## src/hw/fif_pkg.sv

```systemverilog
// Package for the fault interrupt flag bank: offsets, layouts, reset values
package fif_pkg;

  localparam int FIF_AW = 8;
  localparam int FIF_DW = 8;

  // Register offsets
  localparam logic [7:0] FIF_ADDR_GLOBAL = 8'h50;
  localparam logic [7:0] FIF_ADDR_DET1 = 8'h51;
  localparam logic [7:0] FIF_ADDR_DET2 = 8'h52;
  localparam logic [7:0] FIF_ADDR_DET3 = 8'h53;
  localparam logic [7:0] FIF_ADDR_DET4 = 8'h5A;

  // Global summary bit positions
  localparam int FIF_G_ANY = 7;
  localparam int FIF_G_DET1 = 6;
  localparam int FIF_G_DET2 = 5;
  localparam int FIF_G_DET3 = 4;
  localparam int FIF_G_DET4 = 2;

  // Implemented bits per detail register
  localparam logic [7:0] FIF_MASK_DET1 = 8'hB0;
  localparam logic [7:0] FIF_MASK_DET2 = 8'hF7;
  localparam logic [7:0] FIF_MASK_DET3 = 8'hBC;
  localparam logic [7:0] FIF_MASK_DET4 = 8'hCC;

  // Reset values (power-up flag set in second register)
  localparam logic [7:0] FIF_RST_DET1 = 8'h00;
  localparam logic [7:0] FIF_RST_DET2 = 8'h40;
  localparam logic [7:0] FIF_RST_DET3 = 8'h00;
  localparam logic [7:0] FIF_RST_DET4 = 8'h00;
  localparam logic [7:0] FIF_RST_GLOBAL = 8'hA0;

  // Hardware event pulses, one bit per flag
  typedef struct packed {
    logic watchdog_event_flag;
    logic local_wake_flag;
    logic wake_error_flag;
    logic fault_sleep_flag;
    logic power_up_flag;
    logic regulator_overvoltage_flag;
    logic supply_undervoltage_flag;
    logic regulator_undervoltage_flag;
    logic regulator_transmitter_overtemp_flag;
    logic switch_overtemp_flag;
    logic serial_error_flag;
    logic failsafe_entry_flag;
    logic frame_check_error_flag;
    logic regulator_short_flag;
    logic restart_limit_flag;
    logic bus_wake_flag;
    logic dominant_timeout_flag;
    logic switch_overcurrent_flag;
    logic switch_open_load_flag;
  } fif_events_t;

  // Register access request from the serial interface
  typedef struct packed {
    logic rd;
    logic wr;
    logic [FIF_AW-1:0] addr;
    logic [FIF_DW-1:0] wdata;
  } fif_req_t;

endpackage : fif_pkg
```

## src/hw/fif_flag_bank.sv

```systemverilog
// Fault interrupt flag bank with global summary register
`timescale 1ns/100ps
`default_nettype none

module fif_flag_bank
  import fif_pkg::*;
(
  // Clock and reset
  input wire logic ref_clk,
  input wire logic resetn,
  input wire logic clk_en,
  // Register access
  input wire fif_req_t req,
  output logic [FIF_DW-1:0] rdata_q,
  output logic rvalid_q,
  output logic addr_err_q,
  // Fault events
  input wire fif_events_t events,
  // Summary level
  output logic any_fault_summary_q
);

  logic [7:0] det1_q;
  logic [7:0] det1_d;
  logic [7:0] det2_q;
  logic [7:0] det2_d;
  logic [7:0] det3_q;
  logic [7:0] det3_d;
  logic [7:0] det4_q;
  logic [7:0] det4_d;
  logic [7:0] glob_q;
  logic [7:0] glob_d;
  logic [7:0] set1;
  logic [7:0] set2;
  logic [7:0] set3;
  logic [7:0] set4;

  // Set wins over a clear in the same cycle; zeros written leave flags
  function automatic logic [7:0] w1c_next(
    input logic [7:0] cur,
    input logic [7:0] set,
    input logic hit,
    input logic [7:0] wdata,
    input logic [7:0] mask
  );
    logic [7:0] clr;
    clr = hit ? wdata : 8'h00;
    return ((cur & ~clr) | set) & mask;
  endfunction

  // Map event pulses to bit positions
  always_comb begin
    set1 = 8'h00;
    set2 = 8'h00;
    set3 = 8'h00;
    set4 = 8'h00;
    set1[7] = events.watchdog_event_flag;
    set1[5] = events.local_wake_flag;
    set1[4] = events.wake_error_flag;
    set2[7] = events.fault_sleep_flag;
    set2[6] = events.power_up_flag;
    set2[5] = events.regulator_overvoltage_flag;
    set2[4] = events.supply_undervoltage_flag;
    set2[2] = events.regulator_undervoltage_flag;
    set2[1] = events.regulator_transmitter_overtemp_flag;
    set2[0] = events.switch_overtemp_flag;
    set3[7] = events.serial_error_flag;
    set3[5] = events.failsafe_entry_flag;
    set3[4] = events.frame_check_error_flag;
    set3[3] = events.regulator_short_flag;
    set3[2] = events.restart_limit_flag;
    set4[7] = events.bus_wake_flag;
    set4[6] = events.dominant_timeout_flag;
    set4[3] = events.switch_overcurrent_flag;
    set4[2] = events.switch_open_load_flag;
  end

  // Write-one-to-clear update of each detail register
  always_comb begin
    det1_d = w1c_next(det1_q, set1, req.wr && req.addr == FIF_ADDR_DET1,
      req.wdata, FIF_MASK_DET1);
    det2_d = w1c_next(det2_q, set2, req.wr && req.addr == FIF_ADDR_DET2,
      req.wdata, FIF_MASK_DET2);
    // Fail-safe state is not consulted, so the clear works inside it
    det3_d = w1c_next(det3_q, set3, req.wr && req.addr == FIF_ADDR_DET3,
      req.wdata, FIF_MASK_DET3);
    det4_d = w1c_next(det4_q, set4, req.wr && req.addr == FIF_ADDR_DET4,
      req.wdata, FIF_MASK_DET4);
  end

  // Summary computed from next values so it tracks flags without lag
  always_comb begin
    glob_d = 8'h00;
    glob_d[FIF_G_DET1] = |det1_d;
    glob_d[FIF_G_DET2] = |det2_d;
    glob_d[FIF_G_DET3] = |det3_d;
    glob_d[FIF_G_DET4] = |det4_d;
    glob_d[FIF_G_ANY] = |{det1_d, det2_d, det3_d, det4_d};
  end

  always_ff @(posedge ref_clk) begin
    if (!resetn) begin
      det1_q <= FIF_RST_DET1;
      det2_q <= FIF_RST_DET2;
      det3_q <= FIF_RST_DET3;
      det4_q <= FIF_RST_DET4;
    end else if (clk_en) begin
      det1_q <= det1_d;
      det2_q <= det2_d;
      det3_q <= det3_d;
      det4_q <= det4_d;
    end
  end

  always_ff @(posedge ref_clk) begin
    if (!resetn) begin
      glob_q <= FIF_RST_GLOBAL;
      any_fault_summary_q <= 1'b1;
    end else if (clk_en) begin
      glob_q <= glob_d;
      any_fault_summary_q <= glob_d[FIF_G_ANY];
    end
  end

  // Read port; unmapped reads return zero and flag an error
  always_ff @(posedge ref_clk) begin
    if (!resetn) begin
      rdata_q <= 8'h00;
      rvalid_q <= 1'b0;
      addr_err_q <= 1'b0;
    end else if (clk_en) begin
      rvalid_q <= req.rd;
      addr_err_q <= 1'b0;
      rdata_q <= 8'h00;
      if (req.rd) begin
        if (req.addr == FIF_ADDR_GLOBAL) begin
          rdata_q <= glob_q;
        end else if (req.addr == FIF_ADDR_DET1) begin
          rdata_q <= det1_q;
        end else if (req.addr == FIF_ADDR_DET2) begin
          rdata_q <= det2_q;
        end else if (req.addr == FIF_ADDR_DET3) begin
          rdata_q <= det3_q;
        end else if (req.addr == FIF_ADDR_DET4) begin
          rdata_q <= det4_q;
        end else begin
          addr_err_q <= 1'b1;
        end
      end
    end
  end

endmodule // fif_flag_bank

`default_nettype wire

```

## config.mk

```make
export PLATFORM = sky130hd
export DESIGN_NAME = fif_flag_bank
export DESIGN_NICKNAME = d
export VERILOG_FILES = /design/src/hw/fif_pkg.sv /design/src/hw/fif_flag_bank.sv
export SDC_FILE = /design/constraint.sdc
export NUM_CORES = 1
export LEC_CHECK = 0
export CAP_MARGIN = 20
export CORE_UTILIZATION = 62
export CTS_CLUSTER_DIAMETER = 40
export DETAILED_ROUTE_END_ITERATION = 8
export DONT_BUFFER_PORTS = 1
export PLACE_DENSITY = 0.78
export RECOVER_POWER = 25
export SETUP_SLACK_MARGIN = 0.3
export SLEW_MARGIN = 20
export SYNTH_ARGS = -nofsm -noshare
export SYNTH_HDL_FRONTEND = slang
export SYNTH_SLANG_ARGS = --single-unit
```

## constraint.sdc

```tcl
create_clock -name ref_clk -period 2.3 [get_ports ref_clk]
set_clock_uncertainty 0.1 [all_clocks]
set_input_delay 0.115 -clock ref_clk [delete_from_list [all_inputs] [get_ports ref_clk]]
set_output_delay 0.115 -clock ref_clk [all_outputs]
set_load 0.02 [all_outputs]
```

==> results of run 1 <==
-- stage by stage --
step	hold WS (ps)	instances	total power (W)
3_5_place_dp	82.8	241	0.000757
3_3_place_gp	85.6	241	0.000753
6_report	16.5	284	0.00137
5_1_grt	17.6	284	0.00141
2_1_floorplan	76.9	224	0.000745
4_1_cts	1.07	284	0.00136
-- path summary, 6_finish.rpt --
| kind | from | endpoint |
|---|---|---|
| worst max-delay path | req[13] | det4_q[6] |
| worst min register to register | glob_q[5] | glob_q[5] |
| worst max register to register | det3_q[2] | any_fault_summary_q |
| worst min-delay path | events[5] | glob_q[4] |
-- cell families after synthesis --
kind of cell	synth area share, %
AOI/OAI and AO/OA	29.3
muxes	3.55
and+or+nand+nor	24.2
DFF	39.4
buffers and inverters	3.62
-- synth_stat cells, types with 3 or more instances --
cell        n
nor3_1      3
dfxtp_1    34
o31ai_1     6
nand4_1     3
or3_1       3
clkbuf_1   11
o21ai_0    21
a22oi_1     3
nand2_1    44
mux2i_1     5
nor2_1     14
a2111oi_0   3
a21oi_1    28
-- routing by layer --
metal	wire [um]	vias up	share of wire, %
met1	2070	908	37
met2	2650	164	47
met5	0	-	0
met4	283	0	5.0
li1	-	887	-
met3	644	37	11
-- flip-flops by register name (all words and copies together), names as in the netlist --
name and flops:
rdata_q 8, det2_q 7, det3_q 5, det4_q 4, glob_q 4, det1_q 3, addr_err_q 1, any_fault_summary_q 1
rvalid_q 1
-- critical path: stages --
cell and delay [ps]:
nand4bb_1 470, nor2_2 350, nand2_1 130, o21ai_0 180
a21oi_1 90, dlygate4sd3_1 610
-- final cells by class --
cell class              count  area, um^2
multi-input cells         174         988
inverters                   3        11.3
well taps                  30        37.5
flip-flops and latches     34         681
clock inverters             3        68.8
fillers                   164         368
clock buffers               5        37.5
repair buffers             35         353
-- power by group through the flow --
stage          Sequential [W]  Clock, W  Combinational (W)
3_5_place_dp         0.000655         0           0.000102
4_1_cts              0.000642  0.000565           0.000155
2_1_floorplan        0.000647         0          0.0000981
3_3_place_gp         0.000655         0          0.0000989
6_report             0.000643  0.000566           0.000164
5_1_grt              0.000646  0.000584           0.000176
-- timing repair --
action,in CTS,in global routing
hold endpoints to repair,34,0
endpoints found under the setup margin,0,4
hold buffers,35,0
resized for setup,0,2
==> qor.csv, run 1 <==
stage,metric,value,unit
global_routing,grt_overflow,0,
global_routing,globalRouteMet1Util,45.4,%
global_routing,grt_start_max_net_pins,31,
clocking,cts_buffer_depth,2,
power_and_ir_drop,switching_share,24.4,%
timing,tightest_slew,949,ps
yosys,yosysSeqAreaShare,39.4,%
timing,drv_slew,0,
timing,hold_viol_final,0,
route,wl,5.64,mm
power_and_ir_drop,internal-power,0.00104,W
yosys,synthTopCellsByArea,"dfxtp_1, nand2_1, a21oi_1",
final_layout,areaGrowthSynthToFinish,25.9,%
global_routing,grtUsageMet3,10.8,%
power_and_ir_drop,p_leak,0.750,nW
clocking,cts.sinks,34,
floorplan,start_util,67.9,%
final_layout,final_area,2180,um^2
power_and_ir_drop,clockPowerShare,41.2,%
floorplan,fp.dieH,54.8,um
critical_path,rrSetupSlack,510,ps
yosys,synth.distinct_cells,46,
timing,period_share,78.2,%
yosys,synth_enable_flop_cells,0,
clocking,root_buffer,clkbuf_4,
yosys,yosys.area.top_type_share,39.4,%
placed_design,io_buffers,0,
critical_path,required,2440,ps
final_layout,final_layout_size_suffix_gt1_share,4.72,%
timing,relSlewSlack,36.6,%
floorplan,core_area,2540,um^2
timing,finalSetupViolations,0,
floorplan,dieArea,3000,um^2
placed_design,dp_slack,281,ps
final_layout,num_antenna_cells,0,
timing,fin_crit,1800,ps
yosys,syn_nets,264,
placed_design,placed_area,1720,um^2
worst_hold_path,worstHoldPathCells,4,
timing,rsz0062_at_grt,no,
power_and_ir_drop,ir_drop,0.630,mV
yosys,async_flop_share,0,%
global_routing,grt_pass1_wl,8.54,mm
power_and_ir_drop,comb_power_share,11.9,%
critical_path,worstSetupStartpointType,input port,
global_routing,grt_pass1_vias,1892,
flow_run,drv_cap,0,
yosys,synth_flop_cell,dfxtp_1,
floorplan,ios,51,
clocking,clk_pin_slew,120,ps
timing,clock.fmax,556,MHz
route,antenna_left,0,
placed_design,place_hpwl,3.32,mm
clocking,cts_tree,done,
power_and_ir_drop,power_density,630,nW/um^2
route,first_iter_violations,119,
clocking,h-tree-depth,2,
timing,finalWorstSetupSlack,501,ps
clocking,postCtsSetupBuffers,0,
yosys,yosysTopAreaCell,dfxtp_1,
clocking,numCtsBuffers,5,
final_layout,mostFrequentLayoutCell,nand2_1,
global_routing,grt_antenna_before_repair,0,
final_layout,final_cell_mix,"nand2_1, dfxtp_1, dlygate4sd3_1, a21oi_1, o21ai_0",
route,viasPerCell,7.03,
route,drc_errors,0,
critical_path,cp_max_fo,11,
timing,tns,0,ps
global_routing,grt_usage,41.2,%
power_and_ir_drop,seqPwrFrac,46.9,%
critical_path,setup.worst_path.class,in -> reg,
global_routing,use_met2,71.5,%
placed_design,gp_congestion,0.872,
floorplan,fp.dieW,54.8,um
route,wl_per_cell,19.9,um
outcome,status,"complete, no violations",
power_and_ir_drop,switchingPower,0.000335,W
yosys,synthCells,224,
yosys,synth_warnings,0,
critical_path,reg2regPathDepth,5,
yosys,yosys_register_bits,34,
global_routing,busiest_layer,met2,
final_layout,finalNetCount,293,
clocking,clk_latency,350,ps
critical_path,cp-end-kind,register,
route,drtPass1Iterations,7,
route,vias,1996,
yosys,synthesis.area,1730,um^2
final_layout,postLayoutCoreUtil,85.5,%
floorplan,placement_rows,18,
critical_path,crit_arrival,1940,ps
yosys,synth_area_per_cell,7.72,um^2
worst_hold_path,min_path_type,in -> reg,
Note: power is estimated with default switching activity, not from simulation.
==> run 2: changes to the inputs <==
--- a/config.mk
+++ b/config.mk
@@ -5,12 +5,13 @@
 export SDC_FILE = /design/constraint.sdc
 export NUM_CORES = 1
 export LEC_CHECK = 0
+export ABC_AREA = 1
 export CAP_MARGIN = 20
-export CORE_UTILIZATION = 62
+export CORE_UTILIZATION = 56
 export CTS_CLUSTER_DIAMETER = 40
 export DETAILED_ROUTE_END_ITERATION = 8
 export DONT_BUFFER_PORTS = 1
-export PLACE_DENSITY = 0.78
+export PLACE_DENSITY = 0.74
 export RECOVER_POWER = 25
 export SETUP_SLACK_MARGIN = 0.3
 export SLEW_MARGIN = 20
==> constraint.sdc (replaced) <==
create_clock -name ref_clk -period 1.45 [get_ports ref_clk]
set_clock_uncertainty 0.1 [all_clocks]
set_input_delay 0.0725 -clock ref_clk [delete_from_list [all_inputs] [get_ports ref_clk]]
set_output_delay 0.0725 -clock ref_clk [all_outputs]
set_load 0.02 [all_outputs]
==> run 2 against run 1 <==
The flow now finishes with violations (negative hold slack). Worst hold slack got worse by 300 ps. Register-to-register slack worse by 270 ps. Clock power rose by 20%. Sequential power grew 60%. Sequential cell count is the same.
==> qor.csv, run 2 <==
stage,metric,value,unit
critical_path,timing.critical_path.buf_inv,2,
critical_path,path_cells,inv_2 -> a21oi_2 -> or2_1 -> nor2_2 -> nand2_1 -> o211ai_1 -> inv_1,
yosys,yosys-top-cells-count,"nand2_1, inv_1, nor2_1, dfxtp_1, a21oi_1",
power_and_ir_drop,internal-power,0.00146,W
yosys,async_flop_share,0,%
clocking,cts_tree,done,
clocking,cts_buffer_depth,2,
power_and_ir_drop,clockPowerShare,33.7,%
route,viasPerCell,5.40,
final_layout,postLayoutCoreUtil,72.4,%
power_and_ir_drop,ir_drop,0.639,mV
placed_design,io_buffers,0,
clocking,cts.sinks,34,
timing,clock.fmax,830,MHz
timing,finalWorstSetupSlack,245,ps
timing,rsz0062_at_grt,yes,
critical_path,critPathTopFamily,simple AND/OR/NAND/NOR gates,
yosys,synthTopCellsByArea,"dfxtp_1, nand2_1, inv_1",
floorplan,start_util,58.8,%
power_and_ir_drop,p_leak,1.14,nW
floorplan,placement_rows,21,
final_layout,mostFrequentLayoutCell,nand2_1,
floorplan,dieArea,3740,um^2
critical_path,cpMaxStageDelayCell,dfxtp_2,
yosys,synthesis.area,1960,um^2
timing,finalSetupViolations,0,
yosys,yosys.area.top_type_share,34.7,%
final_layout,multi_input_area,1070,um^2
placed_design,dp_slack,-37.1,ps
final_layout,finalNetCount,386,
global_routing,grt_usage,29.5,%
final_layout,areaGrowthSynthToFinish,23.2,%
final_layout,fill_cells,295,
clocking,numCtsBuffers,5,
clocking,h-tree-depth,2,
critical_path,crit_arrival,1360,ps
timing,hold_ws,-284,ps
critical_path,cp-end-kind,register,
timing,period_share,83.1,%
global_routing,grt_overflow,0,
global_routing,grt_pass1_vias,1766,
final_layout,largest_reg_flops,8,
timing,fin_crit,1210,ps
power_and_ir_drop,seqPwrFrac,51.2,%
power_and_ir_drop,switching_share,27.9,%
critical_path,required,1610,ps
route,wl,5.37,mm
timing,drv_slew,0,
floorplan,ios,51,
yosys,yosys_register_bits,34,
flow_run,drv_cap,0,
floorplan,core_area,3340,um^2
route,wl_per_cell,13.7,um
timing,hold_viol_final,23,
yosys,synth_area_per_cell,6.27,um^2
outcome,violations,negative hold slack,
yosys,synth_flop_cell,dfxtp_1,
route,antenna_left,0,
final_layout,largestRegisters,"rdata_q (8), det2_q (7), det3_q (5)",
worst_hold_path,min_path_type,in -> reg,
yosys,syn_nets,353,
outcome,status,finished with violations,
placed_design,gp_congestion,0.920,
route,first_iter_violations,110,
critical_path,crit_path_max_incr_delay,340,ps
final_layout,num_antenna_cells,0,
floorplan,fp.dieW,61.2,um
global_routing,grt_start_max_net_pins,25,
yosys,synth.distinct_cells,23,
route,vias,2121,
yosys,yosysSeqAreaShare,34.7,%
clocking,root_buffer,clkbuf_4,
power_and_ir_drop,finalPower,0.00202,W
yosys,post-synth-top-count-cell,nand2_1,
timing,tightest_slew,338,ps
final_layout,seq_area,688,um^2
route,drc_errors,0,
floorplan,fp.dieH,61.2,um
yosys,yosysTopAreaCell,dfxtp_1,
final_layout,final_cell_mix,"nand2_1, inv_1, nor2_1, dfxtp_1, a21oi_1",
timing,tns,0,ps
yosys,synth_warnings,0,
yosys,synthCells,313,
timing,relSlewSlack,77.4,%
route,drtPass1Iterations,4,
placed_design,place_hpwl,3.71,mm
yosys,synth_enable_flop_cells,0,
critical_path,setup.worst_path.class,reg -> reg,
critical_path,cp_max_fo,2,
power_and_ir_drop,power_density,836,nW/um^2
critical_path,worstSetupStartpointType,register,
final_layout,final_layout_size_suffix_gt1_share,20.2,%
final_layout,regMostFlops,rdata_q,
clocking,clk_pin_slew,120,ps
power_and_ir_drop,comb_power_share,15.1,%
global_routing,grt_pass1_wl,7.91,mm
power_and_ir_drop,switchingPower,0.000564,W
global_routing,grt_antenna_before_repair,0,
clocking,clk_latency,360,ps
==> run 2: cell types whose count changed in the layout (fill, tap and decap cells not counted), sizes merged, moves of 3 or more <==
cell         change
o211ai           +6
nand2           +32
nor3             -3
clkbuf           +3
or3              -3
inv             +53
mux2i            -5
nor2            +34
o31ai            -6
nand3           +23
dlygate4sd3     -20
a22oi            -3
buf             +22
a2111oi          -3
==> run 2: kinds of logic after synthesis <==
logic type | Yosys count | synth area share (%)
compound gates | 58 | 15.9
buf+inv | 65 | 13.6
flops | 34 | 34.7
simple gates | 156 | 35.8
==> run 2: area by class of cell <==
type                       instances  share of cell area (%)
sequential                        34                    28.5
tap                               46                    2.38
timing repair buffer              36                    13.2
multi-input combinational        214                    44.2
inverter                          55                    8.54
clock buffer                       8                    3.26
==> run 2: power groups by stage <==
stage	sequential, W	combinational, W	clock [W]
3_5_place_dp	0.00105	0.000240	0
2_1_floorplan	0.00104	0.000201	0
5_1_grt	0.00104	0.000343	0.000713
3_3_place_gp	0.00105	0.000235	0
6_report	0.00103	0.000305	0.000681
4_1_cts	0.00103	0.000281	0.000676
==> run 2: metal layers <==
layer	up-vias	GRT usage [%]	share of wire, %
met5	-	0	0
met4	0	9.74	1.6
met3	9	6.93	6.5
met2	78	46.9	47
met1	981	39.3	45
li1	1053	-	-
==> run 2: worst reg2reg max path: stages (launching register included) <==
cell,delay (ps)
dfxtp_2,340
inv_2,50
a21oi_2,30
or2_1,270
nor2_2,120
nand2_1,70
o211ai_1,80
inv_1,50
==> run 2: per-stage QoR <==
stage	std cells	instance area (um^2)	hold WS [ps]
global route	393	2420	-276
finish	393	2420	-284
global placement	364	2110	81.3
CTS	388	2350	-284
detailed placement	364	2110	85.0
floorplan	313	1990	111
==> run 2: final timing paths <==
kind / from / endpoint / cells after the start / slack [ps]
setup / recovery: det4_q[3] / glob_q[2] / 7 / 240
hold / removal: clk_en / det2_q[6] / 2 / -280
hold reg to reg: glob_q[2] / glob_q[2] / 2 / 420
setup reg to reg: det4_q[3] / glob_q[2] / 7 / 240
==> run 2: repair_timing <==
item / in CTS / in global routing
resized for setup: 6 / 19
setup endpoints to repair: 2 / 7
hold buffers: 13 / 1
endpoints found under the hold margin: 34 / 22
buffers inserted: 3 / 4
gates cloned: 0 / 0
pin swaps: 5 / 7
==> run 3: changes to the inputs <==
--- a/config.mk
+++ b/config.mk
@@ -7,11 +7,11 @@
 export LEC_CHECK = 0
 export ABC_AREA = 1
 export CAP_MARGIN = 20
-export CORE_UTILIZATION = 56
+export CORE_UTILIZATION = 62
 export CTS_CLUSTER_DIAMETER = 40
 export DETAILED_ROUTE_END_ITERATION = 8
 export DONT_BUFFER_PORTS = 1
-export PLACE_DENSITY = 0.74
+export PLACE_DENSITY = 0.78
 export RECOVER_POWER = 25
 export SETUP_SLACK_MARGIN = 0.3
 export SLEW_MARGIN = 20
==> constraint.sdc (replaced) <==
create_clock -name ref_clk -period 1.2 [get_ports ref_clk]
set_clock_uncertainty 0.1 [all_clocks]
set_input_delay 0.06 -clock ref_clk [delete_from_list [all_inputs] [get_ports ref_clk]]
set_output_delay 0.06 -clock ref_clk [all_outputs]
set_load 0.02 [all_outputs]
==> run 3 against run 2 <==
The flow now stops in 5_1_grt. Synthesized cell count stayed put. Synthesized area is the same.
==> qor.csv, run 3 <==
stage,metric,value,unit
outcome,status,did not finish,
outcome,stop_stage,5_1_grt,
outcome,error,"[ERROR DPL-0038] Utilization greater than 100%, impossible to legalize",
clocking,numCtsBuffers,5,
yosys,async_flop_share,0,%
yosys,synth_enable_flop_cells,0,
yosys,yosys.area.top_type_share,34.7,%
placed_design,place_hpwl,3.81,mm
clocking,cts_buffer_depth,2,
yosys,synth_warnings,0,
yosys,yosysSeqAreaShare,34.7,%
placed_design,placed_area,2310,um^2
clocking,cts.sinks,34,
floorplan,placement_rows,20,
yosys,post-synth-top-count-cell,nand2_1,
clocking,root_buffer,clkbuf_4,
yosys,synth_area_per_cell,6.27,um^2
placed_design,dp.cells,383,
timing,worstEndpointType,register data pin,
yosys,synth.distinct_cells,23,
floorplan,ios,51,
placed_design,gp_congestion,0.902,
floorplan,start_util,64.8,%
yosys,synthesis.area,1960,um^2
floorplan,fp.dieW,58.3,um
yosys,synth_flop_cell,dfxtp_1,
yosys,synthTopCellsByArea,"dfxtp_1, nand2_1, inv_1",
clocking,h-tree-depth,2,
yosys,syn_nets,353,
yosys,yosysTopAreaCell,dfxtp_1,
placed_design,io_buffers,0,
global_routing,grt_start_max_net_pins,26,
yosys,synthCells,313,
yosys,yosys_register_bits,34,
floorplan,fp.dieH,58.3,um
timing,grt_worst_setup_endpoint,glob_q[2]$_SDFFE_PN0P_/D,
yosys,yosys-top-cells-count,"nand2_1, inv_1, nor2_1, dfxtp_1, a21oi_1",
## run 3: cell counts after synthesis
Identical to the previous run, type by type.
## run 3: kinds of logic after synthesis
logic type	after synthesis	share of synthesized area (%)
buffers and inverters	65	13.6
DFF	34	34.7
and+or+nand+nor	156	35.8
AOI/OAI and AO/OA	58	15.9
## run 3: metrics by stage
step,TNS (ps),setup slack [ps],util [%]
2_1_floorplan,-205,-94.4,-
3_3_place_gp,-3720,-409,76.3
3_5_place_dp,-4330,-424,76.3
4_1_cts,0,46.2,90.4
## run 3: repair_timing
item	4_1_cts
setup buffers	13
endpoints found under the setup margin	34
gates cloned	0
pin swaps	25
endpoints found under the hold margin	34
gates resized for setup	74
hold buffers	3
==> run 4: changes to the inputs <==
--- a/config.mk
+++ b/config.mk
@@ -7,13 +7,11 @@
 export LEC_CHECK = 0
 export ABC_AREA = 1
 export CAP_MARGIN = 20
-export CORE_UTILIZATION = 62
-export CTS_CLUSTER_DIAMETER = 40
+export CORE_UTILIZATION = 40
 export DETAILED_ROUTE_END_ITERATION = 8
 export DONT_BUFFER_PORTS = 1
-export PLACE_DENSITY = 0.78
+export PLACE_DENSITY_LB_ADDON = 0.15
 export RECOVER_POWER = 25
-export SETUP_SLACK_MARGIN = 0.3
 export SLEW_MARGIN = 20
 export SYNTH_ARGS = -nofsm -noshare
 export SYNTH_HDL_FRONTEND = slang
==> run 4 against run 3 <==
The flow now finishes, with violations (negative hold slack).
==> qor.csv, run 4 (same netlist as run 2, synthesis figures left out) <==
stage,metric,value,unit
outcome,status,finished with violations,
outcome,violations,negative hold slack,
route,antenna_left,0,
final_layout,largestRegisters,"rdata_q (8), det2_q (7), det3_q (5)",
worst_hold_path,worstHoldPathCells,2,
placed_design,place_hpwl,4.16,mm
route,first_iter_violations,134,
route,drtPass1Iterations,4,
timing,tightest_slew,249,ps
clocking,numCtsBuffers,5,
global_routing,grt_pass1_wl,9.22,mm
timing,finalSetupViolations,0,
clocking,root_buffer,clkbuf_8,
timing,period_share,98.0,%
clocking,cts_tree,done,
worst_hold_path,min-delay-start,clk_en,
route,drc_errors,0,
floorplan,start_util,41.5,%
floorplan,core_area,4720,um^2
route,wl,5.67,mm
clocking,clk_latency,290,ps
critical_path,path_cells,nor2_4 -> nand3_1 -> nor2_4 -> buf_4 -> buf_4 -> inv_1 -> o21ai_1 -> o22ai_1 -> a21o_1 -> a21oi_1,
floorplan,fp.dieH,72.0,um
critical_path,required,1330,ps
timing,hold_viol_final,19,
floorplan,ios,51,
timing,drv_slew,0,
final_layout,largest_reg_flops,8,
clocking,cts.sinks,34,
critical_path,cp-end-kind,register,
final_layout,areaGrowthSynthToFinish,35.9,%
clocking,clk_pin_slew,80,ps
flow_run,drv_cap,0,
final_layout,num_antenna_cells,0,
critical_path,worstSetupStartpointType,input port,
route,vias,2108,
critical_path,cpMaxStageDelayCell,nor2_4,
final_layout,mostFrequentLayoutCell,nand2_1,
global_routing,grt_start_max_net_pins,25,
timing,hold_ws,-213,ps
critical_path,r2r-end,any_fault_summary_q,
power_and_ir_drop,power_density,1010,nW/um^2
power_and_ir_drop,p_leak,1.25,nW
worst_hold_path,hold_path_end,glob_q[5],
timing,relSlewSlack,83.3,%
critical_path,timing.critical_path.buf_inv,3,
critical_path,critPathTopFamily,simple AND/OR/NAND/NOR gates,
critical_path,crit_path_max_incr_delay,190,ps
timing,fin_crit,1180,ps
critical_path,setup.worst_path.class,in -> reg,
timing,clock.fmax,850,MHz
global_routing,grt_usage,23.5,%
critical_path,rrSetupSlack,30,ps
power_and_ir_drop,finalPower,0.00270,W
timing,rsz0062_at_grt,yes,
placed_design,dp_slack,-330,ps
final_layout,final_layout_size_suffix_gt1_share,24.9,%
worst_hold_path,min_path_type,in -> reg,
route,viasPerCell,4.82,
global_routing,grt_antenna_before_repair,0,
final_layout,postLayoutCoreUtil,56.5,%
timing,tns,0,ps
timing,finalWorstSetupSlack,23.8,ps
clocking,cts_buffer_depth,2,
global_routing,grt_overflow,0,
placed_design,io_buffers,0,
power_and_ir_drop,ir_drop,0.452,mV
critical_path,reg2regPathDepth,7,
placed_design,gp_congestion,0.846,
final_layout,final_cell_mix,"nand2_1, inv_1, buf_4, dfxtp_1, nor2_1",
route,wl_per_cell,13.0,um
floorplan,fp.dieW,72.0,um
final_layout,finalNetCount,409,
critical_path,crit_arrival,1300,ps
global_routing,grt_pass1_vias,1929,
final_layout,regMostFlops,rdata_q,
floorplan,dieArea,5190,um^2
floorplan,placement_rows,25,
critical_path,crit-reg2reg-launch,det4_q[3],
critical_path,cp_max_fo,4,
clocking,h-tree-depth,2,
## run 4: routing by layer
metal	vias to the layer above	part of all wire (%)	global-route usage, %
met5	-	0	0
met4	0	1.1	6.75
met3	7	6.2	4.31
met2	73	46	38.1
met1	935	47	32.2
li1	1093	-	-
## run 4: report_power, final
part           switching (W)  internal [W]  total [W]
Clock               0.000435      0.000611    0.00105
Sequential         0.0000462       0.00119    0.00124
Combinational       0.000225      0.000188   0.000412
Total               0.000706       0.00199    0.00270
## run 4: final cells by class
cell class	instances	area, um^2
timing repair buffer	59	472
multi-input combinational	214	1110
clock buffer	5	68.8
fill	482	2060
sequential	34	681
tap	67	83.8
clock inverter	3	40.0
inverter	55	206
## run 4: how the worst max path moves through the flow
stage / start / to / slack (ps) / depth (start not counted)
5_1_grt: req[10] / any_fault_summary_q / -90 / 12
4_1_cts: req[15] / any_fault_summary_q / 7 / 13
3_3_place_gp: req[11] / any_fault_summary_q / -300 / 13
6_report: req[10] / rdata_q[7] / 20 / 10
2_1_floorplan: req[11] / any_fault_summary_q / -90 / 12
3_5_place_dp: req[11] / any_fault_summary_q / -330 / 13
## run 4: per-stage QoR
stage,hold slack (ps),area [um^2],instances
after global routing,-208,2670,437
after global placement,70.8,2320,410
after floorplan,98.4,1990,313
after CTS,-223,2570,432
after detailed placement,74.7,2320,410
final,-213,2670,437
## run 4: timing repair
action | CTS | global route
hold buffers | 13 | 1
gates cloned | 0 | 0
setup buffers | 1 | 4
pin swaps | 2 | 19
endpoints found under the hold margin | 27 | 19
resized for setup | 1 | 26
setup endpoints to repair | 2 | 4
